==> src/hw/jtag_hider_pkg.sv <==
// Shared constants for the scan-chain switch: register map, control word
// layout, key generator values and the TAP state encoding.
// Assumes a 32-bit AXI4-Lite slave port and eight downstream slave TAPs.
package jtag_hider_pkg;

	localparam int NUM_SLAVES = 8;
	localparam int AXI_ADDR_W = 8;

	// Byte offsets of the software-visible words
	localparam logic [7:0] OFF_CONFIG = 8'h00;
	localparam logic [7:0] OFF_SELECT = 8'h04;
	localparam logic [7:0] OFF_UNGATE = 8'h0C;
	localparam logic [7:0] OFF_TMS_LOW = 8'h10;
	localparam logic [7:0] OFF_TRST_ENA = 8'h14;
	localparam logic [7:0] OFF_GLOBAL_CTRL = 8'h20;
	localparam logic [7:0] OFF_STATUS = 8'h24;

	// Read-only configuration word: slave count, readback, ungate, tms-low, trst-ena
	localparam logic [31:0] CONFIG_VALUE = 32'h0000_0E88;

	// Global control word layout
	localparam int CTRL_GROUP_LSB = 12;
	localparam logic [3:0] HIDE_GROUP = 4'h0;
	localparam int HIDE_PAIR_LSB = 0;

	// Status word bit positions
	localparam int STATUS_HIDDEN_BIT = 8;
	localparam int STATUS_PEND_BIT = 9;
	localparam int STATUS_KEY_BIT = 10;

	// Bus responses
	localparam logic [1:0] RESP_OKAY = 2'h0;
	localparam logic [1:0] RESP_SLVERR = 2'h2;

	// Timing counts in TCK cycles
	localparam logic [3:0] RTI_APPLY_CYCLES = 4'h8;
	localparam logic [2:0] PARK_TMS_HIGH_CYCLES = 3'h5;

	// Exit key generator
	localparam logic [6:0] KEY_INIT = 7'h40;
	localparam logic [7:0] KEY_POLY = 8'hD5;
	localparam logic [6:0] KEY_LAST = 7'h7F;

	// Instruction register
	localparam logic [3:0] IR_BYPASS = 4'hF;
	localparam logic [3:0] IR_CAPTURE = 4'h1;

	// Pin reset levels
	localparam logic [3:0] PIN_INIT = 4'h6;

	typedef enum logic [15:0] {
		TLR = 16'h0001,
		RTI = 16'h0002,
		SEL_DR = 16'h0004,
		CAP_DR = 16'h0008,
		SHIFT_DR = 16'h0010,
		EXIT1_DR = 16'h0020,
		PAUSE_DR = 16'h0040,
		EXIT2_DR = 16'h0080,
		UPD_DR = 16'h0100,
		SEL_IR = 16'h0200,
		CAP_IR = 16'h0400,
		SHIFT_IR = 16'h0800,
		EXIT1_IR = 16'h1000,
		PAUSE_IR = 16'h2000,
		EXIT2_IR = 16'h4000,
		UPD_IR = 16'h8000
	} tap_state_t;

endpackage

==> src/hw/jtag_hider.sv <==
// Scan-chain switch core: own TAP, slave routing and parking, hidden mode.
// Assumes TCK far slower than aclk (at least eight aclk periods per TCK).
// Operation
// [RULE1] Deselected slave TMS high, low if bit set
// [RULE2] Ungate plus low-mode: reset, then park idle
// [RULE3] Host parking sequence uses five TMS-high clocks
// [RULE4] Deselected former reset slave rests in idle
// [RULE5] Included slave TRST follows switch TRST input
// [RULE6] Excluded slave TRST high unless reset bit
// [RULE7] Hidden mode optional; removes own TAP path
// [RULE8] Hidden TAP still tracks states and TDI
// [RULE9] Hidden mode forces instruction to bypass
// [RULE10] Writing 0x0001 schedules hidden mode activation
// [RULE11] Changes apply after eight idle TCK cycles
// [RULE12] Shift-IR TDI compared against seven-bit key
// [RULE13] Key starts 0x40, shifts, XOR 0xD5, 128
// [RULE14] Mismatch reloads key generator to start
// [RULE15] Host sends key bytes LSB first
// [RULE16] Complete key keeps exit scheduled irrevocably
// [RULE17] Exit ends hidden mode, excludes all slaves
// [RULE18] Bit pairs: 00 keep, 01 set, else clear
// [RULE19] Control word: group in 15..12, six pairs
// [RULE20] Deselected TCK low unless clock-pass bit
// [RULE21] Key generator advances only in Shift-IR
//
// The implementer's own choices: the AXI4-Lite register port and the placing of the registers.
`timescale 1ns/1ns
`default_nettype none
module jtag_hider
	import jtag_hider_pkg::*;
#(
	parameter bit HIDDEN_SUPPORT = 1'b1
) (
	input wire logic aclk, // System clock
	input wire logic aresetn, // Synchronous reset, active low
	input wire logic [AXI_ADDR_W-1:0] s_axi_awaddr, // Write address
	input wire logic s_axi_awvalid, // Write address valid
	output logic s_axi_awready, // Write address ready
	input wire logic [31:0] s_axi_wdata, // Write data
	input wire logic [3:0] s_axi_wstrb, // Write byte strobes
	input wire logic s_axi_wvalid, // Write data valid
	output logic s_axi_wready, // Write data ready
	output logic [1:0] s_axi_bresp, // Write response
	output logic s_axi_bvalid, // Write response valid
	input wire logic s_axi_bready, // Write response ready
	input wire logic [AXI_ADDR_W-1:0] s_axi_araddr, // Read address
	input wire logic s_axi_arvalid, // Read address valid
	output logic s_axi_arready, // Read address ready
	output logic [31:0] s_axi_rdata, // Read data
	output logic [1:0] s_axi_rresp, // Read response
	output logic s_axi_rvalid, // Read data valid
	input wire logic s_axi_rready, // Read data ready
	input wire logic jtag_tck, // Probe TCK
	input wire logic jtag_tms, // Probe TMS
	input wire logic jtag_tdi, // Probe TDI
	input wire logic jtag_trst_n, // Probe TRST, active low
	output logic jtag_tdo, // Chain output to probe
	output logic [NUM_SLAVES-1:0] slave_tck, // Per-slave TCK
	output logic [NUM_SLAVES-1:0] slave_tms, // Per-slave TMS
	output logic [NUM_SLAVES-1:0] slave_tdi, // Per-slave TDI
	output logic [NUM_SLAVES-1:0] slave_trst_n, // Per-slave TRST, active low
	input wire logic [NUM_SLAVES-1:0] slave_tdo // Per-slave TDO
);

	logic tck_s, tms_s, tdi_s, trst_n_s, tck_q_r, tck_rise, tck_fall;
	logic [NUM_SLAVES-1:0] slave_tdo_s;
	tap_state_t state_r, state_nxt;
	logic [3:0] ir_r, ir_sh_r;
	logic bypass_r, sw_out_r;
	logic [3:0] rti_cnt_r;
	logic apply_arm_r, apply_now, exit_now;
	logic [6:0] key_r, key_nxt, key_cnt_r;
	logic [7:0] key_shift;
	logic key_done_r, hidden_r, hidden_pend_r;
	logic [NUM_SLAVES-1:0] sel_pend_r, ungate_pend_r, low_pend_r, trst_pend_r;
	logic [NUM_SLAVES-1:0] sel_act_r, ungate_act_r, low_act_r, trst_act_r;
	logic [NUM_SLAVES:0] chain;
	logic aw_got_r, w_got_r, do_write;
	logic [AXI_ADDR_W-1:0] aw_addr_r;
	logic [31:0] w_data_r;
	logic [31:0] rd_data;
	logic [1:0] rd_resp;
	logic [1:0] wr_resp;

	// Pins from the probe and slaves are asynchronous to aclk
	pin_sync3 #(.W(4), .INIT(PIN_INIT)) u_sync_probe (
		.aclk(aclk),
		.aresetn(aresetn),
		.d({jtag_trst_n, jtag_tms, jtag_tdi, jtag_tck}),
		.q({trst_n_s, tms_s, tdi_s, tck_s})
	);
	pin_sync3 #(.W(NUM_SLAVES), .INIT('0)) u_sync_tdo (
		.aclk(aclk),
		.aresetn(aresetn),
		.d(slave_tdo),
		.q(slave_tdo_s)
	);

	// TCK edge finder
	always_ff @(posedge aclk) begin
		if (!aresetn) begin
			tck_q_r <= 1'b0;
		end else begin
			tck_q_r <= tck_s;
		end
	end
	assign tck_rise = tck_s & ~tck_q_r;
	assign tck_fall = ~tck_s & tck_q_r;

	// Standard TAP transitions, kept even while hidden
	always_comb begin
		state_nxt = state_r;
		case (state_r)
			TLR: state_nxt = tms_s ? TLR : RTI;
			RTI: state_nxt = tms_s ? SEL_DR : RTI;
			SEL_DR: state_nxt = tms_s ? SEL_IR : CAP_DR;
			CAP_DR: state_nxt = tms_s ? EXIT1_DR : SHIFT_DR;
			SHIFT_DR: state_nxt = tms_s ? EXIT1_DR : SHIFT_DR;
			EXIT1_DR: state_nxt = tms_s ? UPD_DR : PAUSE_DR;
			PAUSE_DR: state_nxt = tms_s ? EXIT2_DR : PAUSE_DR;
			EXIT2_DR: state_nxt = tms_s ? UPD_DR : SHIFT_DR;
			UPD_DR: state_nxt = tms_s ? SEL_DR : RTI;
			SEL_IR: state_nxt = tms_s ? TLR : CAP_IR;
			CAP_IR: state_nxt = tms_s ? EXIT1_IR : SHIFT_IR;
			SHIFT_IR: state_nxt = tms_s ? EXIT1_IR : SHIFT_IR;
			EXIT1_IR: state_nxt = tms_s ? UPD_IR : PAUSE_IR;
			PAUSE_IR: state_nxt = tms_s ? EXIT2_IR : PAUSE_IR;
			EXIT2_IR: state_nxt = tms_s ? UPD_IR : SHIFT_IR;
			UPD_IR: state_nxt = tms_s ? SEL_DR : RTI;
			default: state_nxt = TLR;
		endcase
	end

	// State register; TRST forces reset asynchronously to TCK
	always_ff @(posedge aclk) begin
		if (!aresetn || !trst_n_s) begin
			state_r <= TLR;
		end else if (tck_rise) begin
			state_r <= state_nxt; // [RULE8]
		end
	end

	// Instruction and bypass registers; hidden mode pins IR to bypass
	always_ff @(posedge aclk) begin
		if (!aresetn) begin
			ir_r <= IR_BYPASS;
			ir_sh_r <= IR_CAPTURE;
			bypass_r <= 1'b0;
		end else begin
			if (hidden_r) begin
				ir_r <= IR_BYPASS; // [RULE9]
			end else if (state_r == TLR) begin
				ir_r <= IR_BYPASS;
			end else if (tck_fall && state_r == UPD_IR) begin
				ir_r <= ir_sh_r;
			end
			if (tck_rise) begin
				if (state_r == CAP_IR) begin
					ir_sh_r <= IR_CAPTURE;
				end else if (state_r == SHIFT_IR) begin
					ir_sh_r <= {tdi_s, ir_sh_r[3:1]}; // [RULE8]
				end
				if (state_r == CAP_DR) begin
					bypass_r <= 1'b0;
				end else if (state_r == SHIFT_DR) begin
					bypass_r <= tdi_s;
				end
			end
		end
	end

	// Own TDO bit changes on the falling TCK edge
	always_ff @(posedge aclk) begin
		if (!aresetn) begin
			sw_out_r <= 1'b0;
		end else if (tck_fall) begin
			sw_out_r <= (state_r == SHIFT_IR) ? ir_sh_r[0] : bypass_r;
		end
	end

	// Idle dwell counter; saturates so one stay applies once
	always_ff @(posedge aclk) begin
		if (!aresetn) begin
			rti_cnt_r <= 4'h0;
			apply_arm_r <= 1'b0;
		end else begin
			if (tck_rise) begin
				if (state_r != RTI) begin
					rti_cnt_r <= 4'h0;
				end else if (rti_cnt_r != RTI_APPLY_CYCLES) begin
					rti_cnt_r <= rti_cnt_r + 4'h1;
				end
			end
			if (tck_rise && state_r == RTI && rti_cnt_r == RTI_APPLY_CYCLES - 4'h1) begin
				apply_arm_r <= 1'b1; // [RULE11]
			end else if (apply_now) begin
				apply_arm_r <= 1'b0;
			end
		end
	end
	// Apply after the falling edge so slaves have seen their idle clocks
	assign apply_now = apply_arm_r & tck_fall; // [RULE4]
	assign exit_now = apply_now & hidden_r & key_done_r;

	// Exit key generator: next value of the seven-bit shifter
	assign key_shift = {key_r, 1'b0};
	assign key_nxt = key_shift[7] ? (key_shift[6:0] ^ KEY_POLY[6:0]) : key_shift[6:0]; // [RULE13]

	// Key watcher, stepping only on Shift-IR clocks
	always_ff @(posedge aclk) begin
		if (!aresetn) begin
			key_r <= KEY_INIT;
			key_cnt_r <= 7'h00;
			key_done_r <= 1'b0;
		end else begin
			if (tck_rise && state_r == SHIFT_IR && hidden_r) begin // [RULE21]
				if (tdi_s != key_r[6]) begin // [RULE12]
					key_r <= KEY_INIT; // [RULE14]
					key_cnt_r <= 7'h00;
				end else begin
					key_r <= key_nxt;
					key_cnt_r <= key_cnt_r + 7'h01;
					if (key_cnt_r == KEY_LAST) begin
						key_done_r <= 1'b1; // [RULE16]
					end
				end
			end
			if (exit_now) begin
				key_done_r <= 1'b0;
			end
		end
	end

	// Set/clear pair decode for eight control bits
	function automatic logic [NUM_SLAVES-1:0] set_clear(input logic [NUM_SLAVES-1:0] cur,
			input logic [15:0] d);
		logic [NUM_SLAVES-1:0] res;
		res = cur;
		for (int i = 0; i < NUM_SLAVES; i++) begin
			if (d[2*i+1]) begin
				res[i] = 1'b0; // [RULE18]
			end else if (d[2*i]) begin
				res[i] = 1'b1;
			end
		end
		return res;
	endfunction

	// Pending control bits; a write in the exit cycle wins over the exit clear
	always_ff @(posedge aclk) begin
		if (!aresetn) begin
			sel_pend_r <= '0;
			ungate_pend_r <= '0;
			low_pend_r <= '0;
			trst_pend_r <= '0;
			hidden_pend_r <= 1'b0;
		end else begin
			if (exit_now) begin
				sel_pend_r <= '0; // [RULE17]
				hidden_pend_r <= 1'b0;
			end
			if (do_write) begin
				if (aw_addr_r == OFF_SELECT) begin
					sel_pend_r <= set_clear(exit_now ? '0 : sel_pend_r, w_data_r[15:0]);
				end else if (aw_addr_r == OFF_UNGATE) begin
					ungate_pend_r <= set_clear(ungate_pend_r, w_data_r[15:0]);
				end else if (aw_addr_r == OFF_TMS_LOW) begin
					low_pend_r <= set_clear(low_pend_r, w_data_r[15:0]);
				end else if (aw_addr_r == OFF_TRST_ENA) begin
					trst_pend_r <= set_clear(trst_pend_r, w_data_r[15:0]);
				end else if (aw_addr_r == OFF_GLOBAL_CTRL
						&& w_data_r[15:CTRL_GROUP_LSB] == HIDE_GROUP) begin // [RULE19]
					if (w_data_r[HIDE_PAIR_LSB+1]) begin
						hidden_pend_r <= 1'b0;
					end else if (w_data_r[HIDE_PAIR_LSB]) begin
						hidden_pend_r <= HIDDEN_SUPPORT; // [RULE10]
					end
				end
			end
		end
	end

	// Active configuration, switched together after the idle dwell
	always_ff @(posedge aclk) begin
		if (!aresetn) begin
			sel_act_r <= '0;
			ungate_act_r <= '0;
			low_act_r <= '0;
			trst_act_r <= '0;
			hidden_r <= 1'b0;
		end else if (apply_now) begin
			ungate_act_r <= ungate_pend_r; // [RULE11]
			low_act_r <= low_pend_r;
			trst_act_r <= trst_pend_r;
			if (exit_now) begin
				sel_act_r <= '0; // [RULE17]
				hidden_r <= 1'b0;
			end else begin
				sel_act_r <= sel_pend_r;
				hidden_r <= hidden_pend_r & HIDDEN_SUPPORT; // [RULE7]
			end
		end
	end

	// Data path: own TAP, or straight TDI when hidden, then included slaves
	assign chain[0] = hidden_r ? tdi_s : sw_out_r; // [RULE7]
	always_ff @(posedge aclk) begin
		if (!aresetn) begin
			jtag_tdo <= 1'b0;
		end else begin
			jtag_tdo <= chain[NUM_SLAVES];
		end
	end

	// Per-slave routing, clock gating, TMS parking and TRST
	for (genvar g = 0; g < NUM_SLAVES; g++) begin : g_slave
		logic [2:0] park_cnt_r;
		assign chain[g+1] = sel_act_r[g] ? slave_tdo_s[g] : chain[g];

		// Counts forwarded clocks with TMS high while parking
		always_ff @(posedge aclk) begin
			if (!aresetn || apply_now) begin
				park_cnt_r <= 3'h0;
			end else if (tck_rise && !sel_act_r[g] && ungate_act_r[g]
					&& park_cnt_r != PARK_TMS_HIGH_CYCLES) begin
				park_cnt_r <= park_cnt_r + 3'h1;
			end
		end

		always_ff @(posedge aclk) begin
			if (!aresetn) begin
				slave_tck[g] <= 1'b0;
				slave_tms[g] <= 1'b1;
				slave_tdi[g] <= 1'b0;
				slave_trst_n[g] <= 1'b1;
			end else begin
				slave_tdi[g] <= chain[g];
				if (sel_act_r[g]) begin
					slave_tck[g] <= tck_s;
					slave_tms[g] <= tms_s;
					slave_trst_n[g] <= trst_n_s; // [RULE5]
				end else begin
					slave_tck[g] <= ungate_act_r[g] & tck_s; // [RULE20]
					if (!low_act_r[g]) begin
						slave_tms[g] <= 1'b1; // [RULE1]
					end else begin
						// High for five clocks reaches reset, then low parks in idle
						slave_tms[g] <= ungate_act_r[g]
							&& park_cnt_r != PARK_TMS_HIGH_CYCLES; // [RULE2]
					end
					slave_trst_n[g] <= ~trst_act_r[g]; // [RULE6]
				end
			end
		end
	end

	// AXI4-Lite write: address and data taken in either order
	assign do_write = aw_got_r & w_got_r & ~s_axi_bvalid;
	assign wr_resp = (aw_addr_r == OFF_SELECT || aw_addr_r == OFF_UNGATE
		|| aw_addr_r == OFF_TMS_LOW || aw_addr_r == OFF_TRST_ENA
		|| aw_addr_r == OFF_GLOBAL_CTRL) ? RESP_OKAY : RESP_SLVERR;
	always_ff @(posedge aclk) begin
		if (!aresetn) begin
			s_axi_awready <= 1'b1;
			s_axi_wready <= 1'b1;
			s_axi_bvalid <= 1'b0;
			s_axi_bresp <= RESP_OKAY;
			aw_got_r <= 1'b0;
			w_got_r <= 1'b0;
			aw_addr_r <= '0;
			w_data_r <= 32'h0000_0000;
		end else begin
			if (s_axi_awvalid && s_axi_awready) begin
				aw_got_r <= 1'b1;
				aw_addr_r <= {s_axi_awaddr[AXI_ADDR_W-1:2], 2'b00};
				s_axi_awready <= 1'b0;
			end
			if (s_axi_wvalid && s_axi_wready) begin
				w_got_r <= 1'b1;
				// Unstrobed lanes become 00 pairs, which leave bits alone
				w_data_r <= s_axi_wdata & {{8{s_axi_wstrb[3]}}, {8{s_axi_wstrb[2]}},
					{8{s_axi_wstrb[1]}}, {8{s_axi_wstrb[0]}}};
				s_axi_wready <= 1'b0;
			end
			if (do_write) begin
				aw_got_r <= 1'b0;
				w_got_r <= 1'b0;
				s_axi_bvalid <= 1'b1;
				s_axi_bresp <= wr_resp;
			end
			if (s_axi_bvalid && s_axi_bready) begin
				s_axi_bvalid <= 1'b0;
				s_axi_awready <= 1'b1;
				s_axi_wready <= 1'b1;
			end
		end
	end

	// Spread an eight-bit control vector onto the even bits
	function automatic logic [31:0] even_bits(input logic [NUM_SLAVES-1:0] v);
		logic [31:0] res;
		res = 32'h0000_0000;
		for (int i = 0; i < NUM_SLAVES; i++) begin
			res[2*i] = v[i];
		end
		return res;
	endfunction

	// Read decode
	always_comb begin
		rd_data = 32'h0000_0000;
		rd_resp = RESP_OKAY;
		if ({s_axi_araddr[AXI_ADDR_W-1:2], 2'b00} == OFF_CONFIG) begin
			rd_data = CONFIG_VALUE;
		end else if ({s_axi_araddr[AXI_ADDR_W-1:2], 2'b00} == OFF_SELECT) begin
			rd_data = even_bits(sel_pend_r);
		end else if ({s_axi_araddr[AXI_ADDR_W-1:2], 2'b00} == OFF_UNGATE) begin
			rd_data = even_bits(ungate_pend_r);
		end else if ({s_axi_araddr[AXI_ADDR_W-1:2], 2'b00} == OFF_TMS_LOW) begin
			rd_data = even_bits(low_pend_r);
		end else if ({s_axi_araddr[AXI_ADDR_W-1:2], 2'b00} == OFF_TRST_ENA) begin
			rd_data = even_bits(trst_pend_r);
		end else if ({s_axi_araddr[AXI_ADDR_W-1:2], 2'b00} == OFF_GLOBAL_CTRL) begin
			rd_data[HIDE_PAIR_LSB] = hidden_pend_r;
		end else if ({s_axi_araddr[AXI_ADDR_W-1:2], 2'b00} == OFF_STATUS) begin
			rd_data[NUM_SLAVES-1:0] = sel_act_r;
			rd_data[STATUS_HIDDEN_BIT] = hidden_r;
			rd_data[STATUS_PEND_BIT] = hidden_pend_r;
			rd_data[STATUS_KEY_BIT] = key_done_r;
		end else begin
			rd_resp = RESP_SLVERR;
		end
	end

	// AXI4-Lite read: one outstanding, answered the cycle after address
	always_ff @(posedge aclk) begin
		if (!aresetn) begin
			s_axi_arready <= 1'b1;
			s_axi_rvalid <= 1'b0;
			s_axi_rdata <= 32'h0000_0000;
			s_axi_rresp <= RESP_OKAY;
		end else begin
			if (s_axi_arvalid && s_axi_arready) begin
				s_axi_arready <= 1'b0;
				s_axi_rvalid <= 1'b1;
				s_axi_rdata <= rd_data;
				s_axi_rresp <= rd_resp;
			end else if (s_axi_rvalid && s_axi_rready) begin
				s_axi_rvalid <= 1'b0;
				s_axi_arready <= 1'b1;
			end
		end
	end

endmodule
`default_nettype wire

==> src/hw/pin_sync3.sv <==
// Three-stage synchroniser for pins from outside the aclk domain.
// The output moves only once the second and third stages agree.
`timescale 1ns/1ns
`default_nettype none
module pin_sync3 #(
	parameter int W = 1,
	parameter logic [W-1:0] INIT = '0
) (
	input wire logic aclk, // System clock
	input wire logic aresetn, // Synchronous reset, active low
	input wire logic [W-1:0] d, // Asynchronous pin levels
	output logic [W-1:0] q // Filtered, synchronised levels
);

	logic [W-1:0] s1_r;
	logic [W-1:0] s2_r;
	logic [W-1:0] s3_r;

	// First stage feeds only the second one
	always_ff @(posedge aclk) begin
		if (!aresetn) begin
			s1_r <= INIT;
			s2_r <= INIT;
			s3_r <= INIT;
		end else begin
			s1_r <= d;
			s2_r <= s1_r;
			s3_r <= s2_r;
		end
	end

	// Accept a change per bit only when the late stages agree
	always_ff @(posedge aclk) begin
		if (!aresetn) begin
			q <= INIT;
		end else begin
			q <= (q & (s2_r ^ s3_r)) | (s3_r & ~(s2_r ^ s3_r));
		end
	end

endmodule
`default_nettype wire

==> config.mk <==
export PLATFORM = sky130hd
export DESIGN_NAME = jtag_hider
export DESIGN_NICKNAME = d
export VERILOG_FILES = /design/src/hw/jtag_hider_pkg.sv /design/src/hw/jtag_hider.sv /design/src/hw/pin_sync3.sv
export SDC_FILE = /design/constraint.sdc
export NUM_CORES = 1
export LEC_CHECK = 0
export BUFFER_PORTS_ARGS = -buffer_cell sky130_fd_sc_hd__buf_2
export CAP_MARGIN = 20
export CORE_MARGIN = 5
export CORE_UTILIZATION = 57
export CTS_CLUSTER_SIZE = 8
export DETAILED_ROUTE_END_ITERATION = 6
export PLACE_DENSITY = 0.87
export SYNTH_ARGS = -nofsm -noshare
export SYNTH_HDL_FRONTEND = slang
export SYNTH_SLANG_ARGS = --single-unit
==> constraint.sdc <==
create_clock -name aclk -period 2.7 [get_ports aclk]
set_input_delay 0.135 -clock aclk [delete_from_list [all_inputs] [get_ports aclk]]
set_output_delay 0.135 -clock aclk [all_outputs]
set_load 0.05 [all_outputs]
After elaboration in Yosys (flattened, before gate mapping)
Index checks and enable logic that the tools add are counted.

word-level totals
  bits in writable memories = 0
  bits in latches = 0
  bits of input ports = 71
  memories kept = 0
  flip-flop bits (word level) = 279
  output and inout bits = 74
  ROM bits = 0

operators by class
  equal/unequal tests = 40
  div/mod/pow operators = 0
  mux-type cells = 131
  bitwise gates (word level) = 43
  add/sub/neg operators = 10
  reduce and logical (&&, ||, !) cells = 107
  magnitude comparators = 0
  $mul = 0
  shifts and indexed selects = 0

operator list
  kind                                                    number
  case mux 16 bit (12 select lines)                       1
  two-way mux 1 bit                                       92
  two-way mux 15 bit                                      5
  AND reduction 6 bit                                     8
  logical AND 1 bit                                       42
  AND reduction 5 bit                                     8
  two-way mux 11 bit                                      3
  two-way mux 16 bit                                      2
  two-way mux 8 bit                                       4
  AND reduction 4 bit                                     8
  nonzero test 2 bit                                      13
  adder 3 x 1 -> 3 bit (second input constant)            8
  equality test 6 x 3 -> 1 bit (second input constant)    4
  != test 3 bit (second input constant)                   8
  two-way mux 7 bit                                       3
  two-way mux 10 bit                                      2
  two-way mux 4 bit                                       5
  equality test 6 x 4 -> 1 bit (second input constant)    3
  two-way mux 2 bit                                       9
  two-way mux 9 bit                                       2
  bitwise AND 16 bit                                      1
  bitwise AND 8 bit                                       2
  equality test 16 x 1 -> 1 bit (second input constant)   1
  equality test 16 x 10 -> 1 bit (second input constant)  1
  other kinds (43)                                        96

Logic depth before layout (Yosys ltp)
  depth after elaboration = 14
  gate-level depth with buffers = 8

Cells and area by module
Synthesis repeated with hierarchy kept, for this count alone.

unflattened totals
  cell total of the unflattened synthesis = 1190
  area total of the unflattened synthesis = 10486.3 um2

modules (own cells, without submodules)
  module                    area each (um2)  cells each  times used  sequential area each (um2)
  jtag_hider                9048.7           1066        1           4224.1
  pin_sync3 (u_sync_tdo)    960.9            83          1           640.6
  pin_sync3 (u_sync_probe)  476.7            41          1           320.3

Worst setup path after synthesis
No wires, ideal clock.

  path type = register to register
  start = reg s_axi_bvalid
  end = reg low_pend_r[3]
  period minus slack after synthesis = 2.226 ns
  cell stages (with the launch flop) = 8
  setup time = 0.086 ns
  slack = 0.474 ns
  data required time = 2.614 ns
  arrival = 2.141 ns
  buffers on the path = 1
  cells stage by stage = dfxtp_1 -> and3b_1 -> nand2_1 -> or2_2 -> nor3_1 -> buf_2 -> a21oi_1 -> a211oi_1

on the way
  word-level cells in the longest chain between the ends = 3

RTL lines
  what                                  RTL line           RTL
  from (decl)                           jtag_hider.sv:44   output logic s_axi_bvalid,
  from (signal assigned)                jtag_hider.sv:366  s_axi_bvalid <= 1'b0;
  from (signal assigned)                jtag_hider.sv:388  s_axi_bvalid <= 1'b1;
  from (signal assigned)                jtag_hider.sv:392  s_axi_bvalid <= 1'b0;
  inverter 1 bit                        jtag_hider.sv:358  assign do_write = aw_got_r & w_got_r & ~s_axi_bvalid;
  bitwise AND 1 bit                     jtag_hider.sv:358
  AND reduction 5 bit (no source line)  -
  to (signal assigned)                  jtag_hider.sv:268  low_pend_r <= set_clear(low_pend_r, w_data_r[15:0]);
  to (decl)                             jtag_hider.sv:75   logic [NUM_SLAVES-1:0] sel_pend_r, ungate_pend_r, low_pend_r, trst_pend_r;

Every way passes these cells.
A chain may end at the register's enable or synchronous reset.

Worst setup path in the final report
  start = reg state_r[9]
  end = reg state_r[6]

on the way
  word-level cells in the longest chain between the ends = 3
  elaborated cells on any way between the ends = 20
  classes of those cells = 16 x eq/ne; 1 x mux; 3 x reduce/logical

RTL lines
  what                                                                       RTL line           RTL
  from (decl)                                                                jtag_hider.sv:67   tap_state_t state_r, state_nxt;
  from (signal assigned)                                                     jtag_hider.sv:139  state_r <= state_nxt;
  equality test 16 bit (tied with other cells)                               jtag_hider.sv:113  case (state_r)
  OR reduction 3 bit (no source line) or OR reduction 2 bit (tied branches)  -
  case mux 16 bit (12 select lines) (*)                                      jtag_hider.sv:113

Every way passes the cells marked *; elsewhere a longest branch is shown, timed or not.

==> reports/qor.json <==
{
  "clock_tree": {
    "clock_insertion_delay_at_the_later_pin_of_the_skew_report_ns": 0.50,
    "post_cts_resized": 0,
    "buffer_cell_driving_the_clock_tree_root": "sky130_fd_sc_hd__clkbuf_16",
    "clkTransAtPathRegs_ns": 0.05,
    "cts_htree_levels": 2,
    "clock_buffer_count_from_cts": 38,
    "postCtsSetupBuffers": 0,
    "ctsLongestPathBuffers": 3,
    "postCtsHoldBufs": 64,
    "cts.sink_count": 259,
    "tritoncts": "built"
  },
  "timing": {
    "setup_total_negative_slack_ns": 0,
    "min_period_ns": 2.43,
    "slew_viol_final": 0,
    "clock_skew_ns": 0.0106,
    "fmax_ghz": 0.411,
    "final_clock_period_utilization_by_the_worst_path_pct": 90.1,
    "transition_time_at_the_pin_with_the_least_slew_margin_ns": 0.658,
    "finalSetupViolCount": 0,
    "grt_setup_unrepaired": "no",
    "max_slew_margin_pct": 55.7,
    "final.setup.worst_slack_ns": 0.269,
    "report.final.hold_viol_count": 0
  },
  "critical_path": {
    "cp.required_ns": 3.11,
    "crit_buf_inv": 0,
    "timing_worst_setup_path_type": "reg -> reg",
    "regToRegSetupSlack_ns": 0.27,
    "worstSetupStartpoint": "state_r[9]$_SDFFE_PP0P_",
    "timing.critical_path.depth": 5,
    "worst_ep_arrival_time_ns": 2.84,
    "r2r_end": "state_r[6]$_SDFFE_PP0P_",
    "cp_cell_sequence": "nor4_1, and2_1, nand3_1, or4b_2, a21oi_1",
    "timing.reg2reg.worst_path_depth": 5,
    "worstPathMaxFanout": 8,
    "critPathLaunchType": "flip-flop",
    "slowest_stage": "sky130_fd_sc_hd__or4b_2",
    "critPathTopFamily": "simple AND/OR/NAND/NOR gates",
    "critical_path.endpoint_type": "flip-flop",
    "timing.critical_path.slowest_cell_delay_ns": 0.65,
    "worstSetupEndpoint": "state_r[6]$_SDFFE_PP0P_",
    "crit-reg2reg-launch": "state_r[9]$_SDFFE_PP0P_"
  },
  "finish": {
    "drive_gt1_share_pct": 13.7,
    "multi_input_area_mm2": 0.00476,
    "syn_to_final_growth_pct": 21.4,
    "sequential_cell_area_in_the_final_layout_mm2": 0.00518,
    "finish.net_count": 1444,
    "n_antenna_cell": 0,
    "fillers": 1302
  },
  "worst_hold_path": {
    "worstHoldPathType": "in -> reg",
    "timing.hold.worst.start": "s_axi_araddr[6]"
  },
  "route": {
    "drt_iter0_drc": 916,
    "route.detailed.drc": 0,
    "wl_um": 26700,
    "vias_per_cell": 5.80,
    "avgRoutedWirePerCell_um": 16.8,
    "postRouteAntennaNets": 0,
    "drt_pre_antenna_iters": 5,
    "vias": 9176
  },
  "global_route": {
    "global_route_wire_length_before_repair_um": 43400,
    "grt_overflow": 0,
    "grt.total_usage_pct": 24.2,
    "antenna_found_initial": 0,
    "vias_in_the_first_global_route": 8661,
    "grt_start_max_net_pins": 38
  },
  "placed_design": {
    "dp_worst_setup_slack_ns": 0.356,
    "gp_congestion": 0.875,
    "dpl.hpwl_um": 16900,
    "numPortBuffers": 102
  },
  "synthesis": {
    "synth.avg_cell_area_um2": 8.71,
    "netlist.area_leader.share_pct": 49.6,
    "synth_common_cells": "259 x sky130_fd_sc_hd__dfxtp_1, 162 x sky130_fd_sc_hd__nand2_1, 138 x sky130_fd_sc_hd__a21oi_1, 111 x sky130_fd_sc_hd__nor2_1, 66 x sky130_fd_sc_hd__clkbuf_1",
    "postSynth.asyncResetShare_pct": 0,
    "post-synth-top-area-cell": "sky130_fd_sc_hd__dfxtp_1",
    "ys_dominant_reg_cell": "sky130_fd_sc_hd__dfxtp_1",
    "synth.cell_area_mm2": 0.0105,
    "synth_enable_flop_cells": 0,
    "ys_warn_count": 0,
    "synth.most_common_cell": "sky130_fd_sc_hd__dfxtp_1",
    "synth.ff_latch_count": 259,
    "synthesized_instance_count": 1200,
    "netlist-cell-type-count": 60,
    "synth-seq-area-share_pct": 49.6,
    "synth.area.top_cells": "sky130_fd_sc_hd__dfxtp_1 50%, sky130_fd_sc_hd__a21oi_1 6.6%, sky130_fd_sc_hd__nand2_1 5.8%"
  },
  "floorplanning": {
    "dieWidth_um": 145,
    "initial_core_util_pct": 58.0,
    "chip_height_um": 145,
    "floorplan.die_area_mm2": 0.0211,
    "standard_cell_core_area_mm2": 0.0180,
    "io_pins": 145,
    "rows": 49
  },
  "power": {
    "peakVddDrop_v": 0.000580,
    "pwr_density_cell_mw_per_mm2": 662,
    "power_leakage_uw": 0.00466
  },
  "status": {
    "status": "finished clean"
  },
  "job": {
    "maxCapViolCount": 0
  }
}
## through the flow
stage / total power, µW / area, µm² / util [%] / cells / hold slack, ns
after floorplan: 4260 / 10500 / - / 1219 / 0.235
after global placement: 4330 / 11100 / 61.3 / 1478 / 0.318
after detailed placement: 4340 / 11100 / 61.3 / 1478 / 0.331
after CTS: 8430 / 12700 / 70.4 / 1583 / 0.00234
after global routing: 8690 / 12700 / 70.4 / 1583 / 0.0854
final: 8400 / 12700 / 70.4 / 1583 / 0.0275
## layer usage
metal / up-vias / routed length (µm) / GRT usage (%)
li1: 4406 / - / -
met1: 4290 / 10900 / 30.8
met2: 404 / 12600 / 40.0
met3: 76 / 2200 / 5.05
met4: 0 / 971 / 10.3
met5: - / 0 / 0
## kinds of logic after synthesis
family,share of synthesized area [%]
and+or+nand+nor,21.5
AOI/OAI and AO/OA,17.0
DFF,49.6
buffers and inverters,5.59
xor gates and xnor gates,2.10
adders and majority gates,2.39
muxes,1.82
other,0.0359
## registers in the layout, indices dropped and copies added (netlist names), 14 cells and up, named ones only
name	count
w_data_r	16
state_r	16
s_axi_rdata	14
g_slave.park_cnt_r	24
## layout by cell type (no fill, tap or decap), types with 5 or more instances in the layout
cell type / instances
sky130_fd_sc_hd__and3_1: 8
sky130_fd_sc_hd__mux2i_1: 19
sky130_fd_sc_hd__buf_2: 102
sky130_fd_sc_hd__conb_1: 20
sky130_fd_sc_hd__nor4_1: 9
sky130_fd_sc_hd__a22o_1: 7
sky130_fd_sc_hd__a22oi_1: 25
sky130_fd_sc_hd__o21ai_0: 39
sky130_fd_sc_hd__nand4b_1: 9
sky130_fd_sc_hd__clkbuf_16: 39
sky130_fd_sc_hd__inv_1: 33
sky130_fd_sc_hd__nor2b_1: 8
sky130_fd_sc_hd__dlygate4sd3_1: 64
sky130_fd_sc_hd__nand4_1: 5
sky130_fd_sc_hd__nor3_1: 15
sky130_fd_sc_hd__dfxtp_1: 259
sky130_fd_sc_hd__buf_4: 25
sky130_fd_sc_hd__and2_1: 35
sky130_fd_sc_hd__nand2_1: 162
sky130_fd_sc_hd__a21oi_1: 138
sky130_fd_sc_hd__or3_1: 8
sky130_fd_sc_hd__xnor2_1: 15
sky130_fd_sc_hd__a221oi_1: 6
sky130_fd_sc_hd__nand3_1: 36
sky130_fd_sc_hd__xor2_1: 10
sky130_fd_sc_hd__nand2b_1: 17
sky130_fd_sc_hd__a31oi_1: 5
sky130_fd_sc_hd__a211oi_1: 43
sky130_fd_sc_hd__ha_1: 20
sky130_fd_sc_hd__nor2_1: 111
## where the power goes
group	switching [µW]	total [µW]	internal, µW
Clock	1520	4040	2520
Sequential	40.8	3930	3890
Combinational	277	428	152
Total	1840	8400	6560
## worst min-delay path, stage by stage
cell and delay (ns):
sky130_fd_sc_hd__buf_2 0.10, sky130_fd_sc_hd__nor2_1 0.06, sky130_fd_sc_hd__nand2_1 0.06, sky130_fd_sc_hd__o22ai_1 0.06
sky130_fd_sc_hd__nor2_1 0.07
## how the worst min path moves through the flow
stage / to / slack [ns] / cells past startpoint
2_1_floorplan: s_axi_wready$_SDFFE_PP1P_ / 0.24 / 1
3_3_place_gp: u_sync_probe.s1_r[2]$_SDFF_PN1_ / 0.32 / 2
3_5_place_dp: u_sync_probe.s1_r[1]$_SDFF_PN1_ / 0.33 / 2
4_1_cts: s_axi_rresp[1]$_SDFFE_PN0P_ / 0.002 / 5
5_1_grt: s_axi_rresp[1]$_SDFFE_PN0P_ / 0.09 / 5
6_report: s_axi_rresp[1]$_SDFFE_PN0P_ / 0.03 / 5
## final cells by class
cell class	instances	share of cell area, %
clock buffers	39	7.69
repair buffers	191	10.6
multi-input cells	829	37.5
clock inverters	2	0.128
well taps	229	2.26
flip-flops and latches	259	40.9
inverters	34	1.02
No activity file was read; power rests on OpenSTA's default activity.
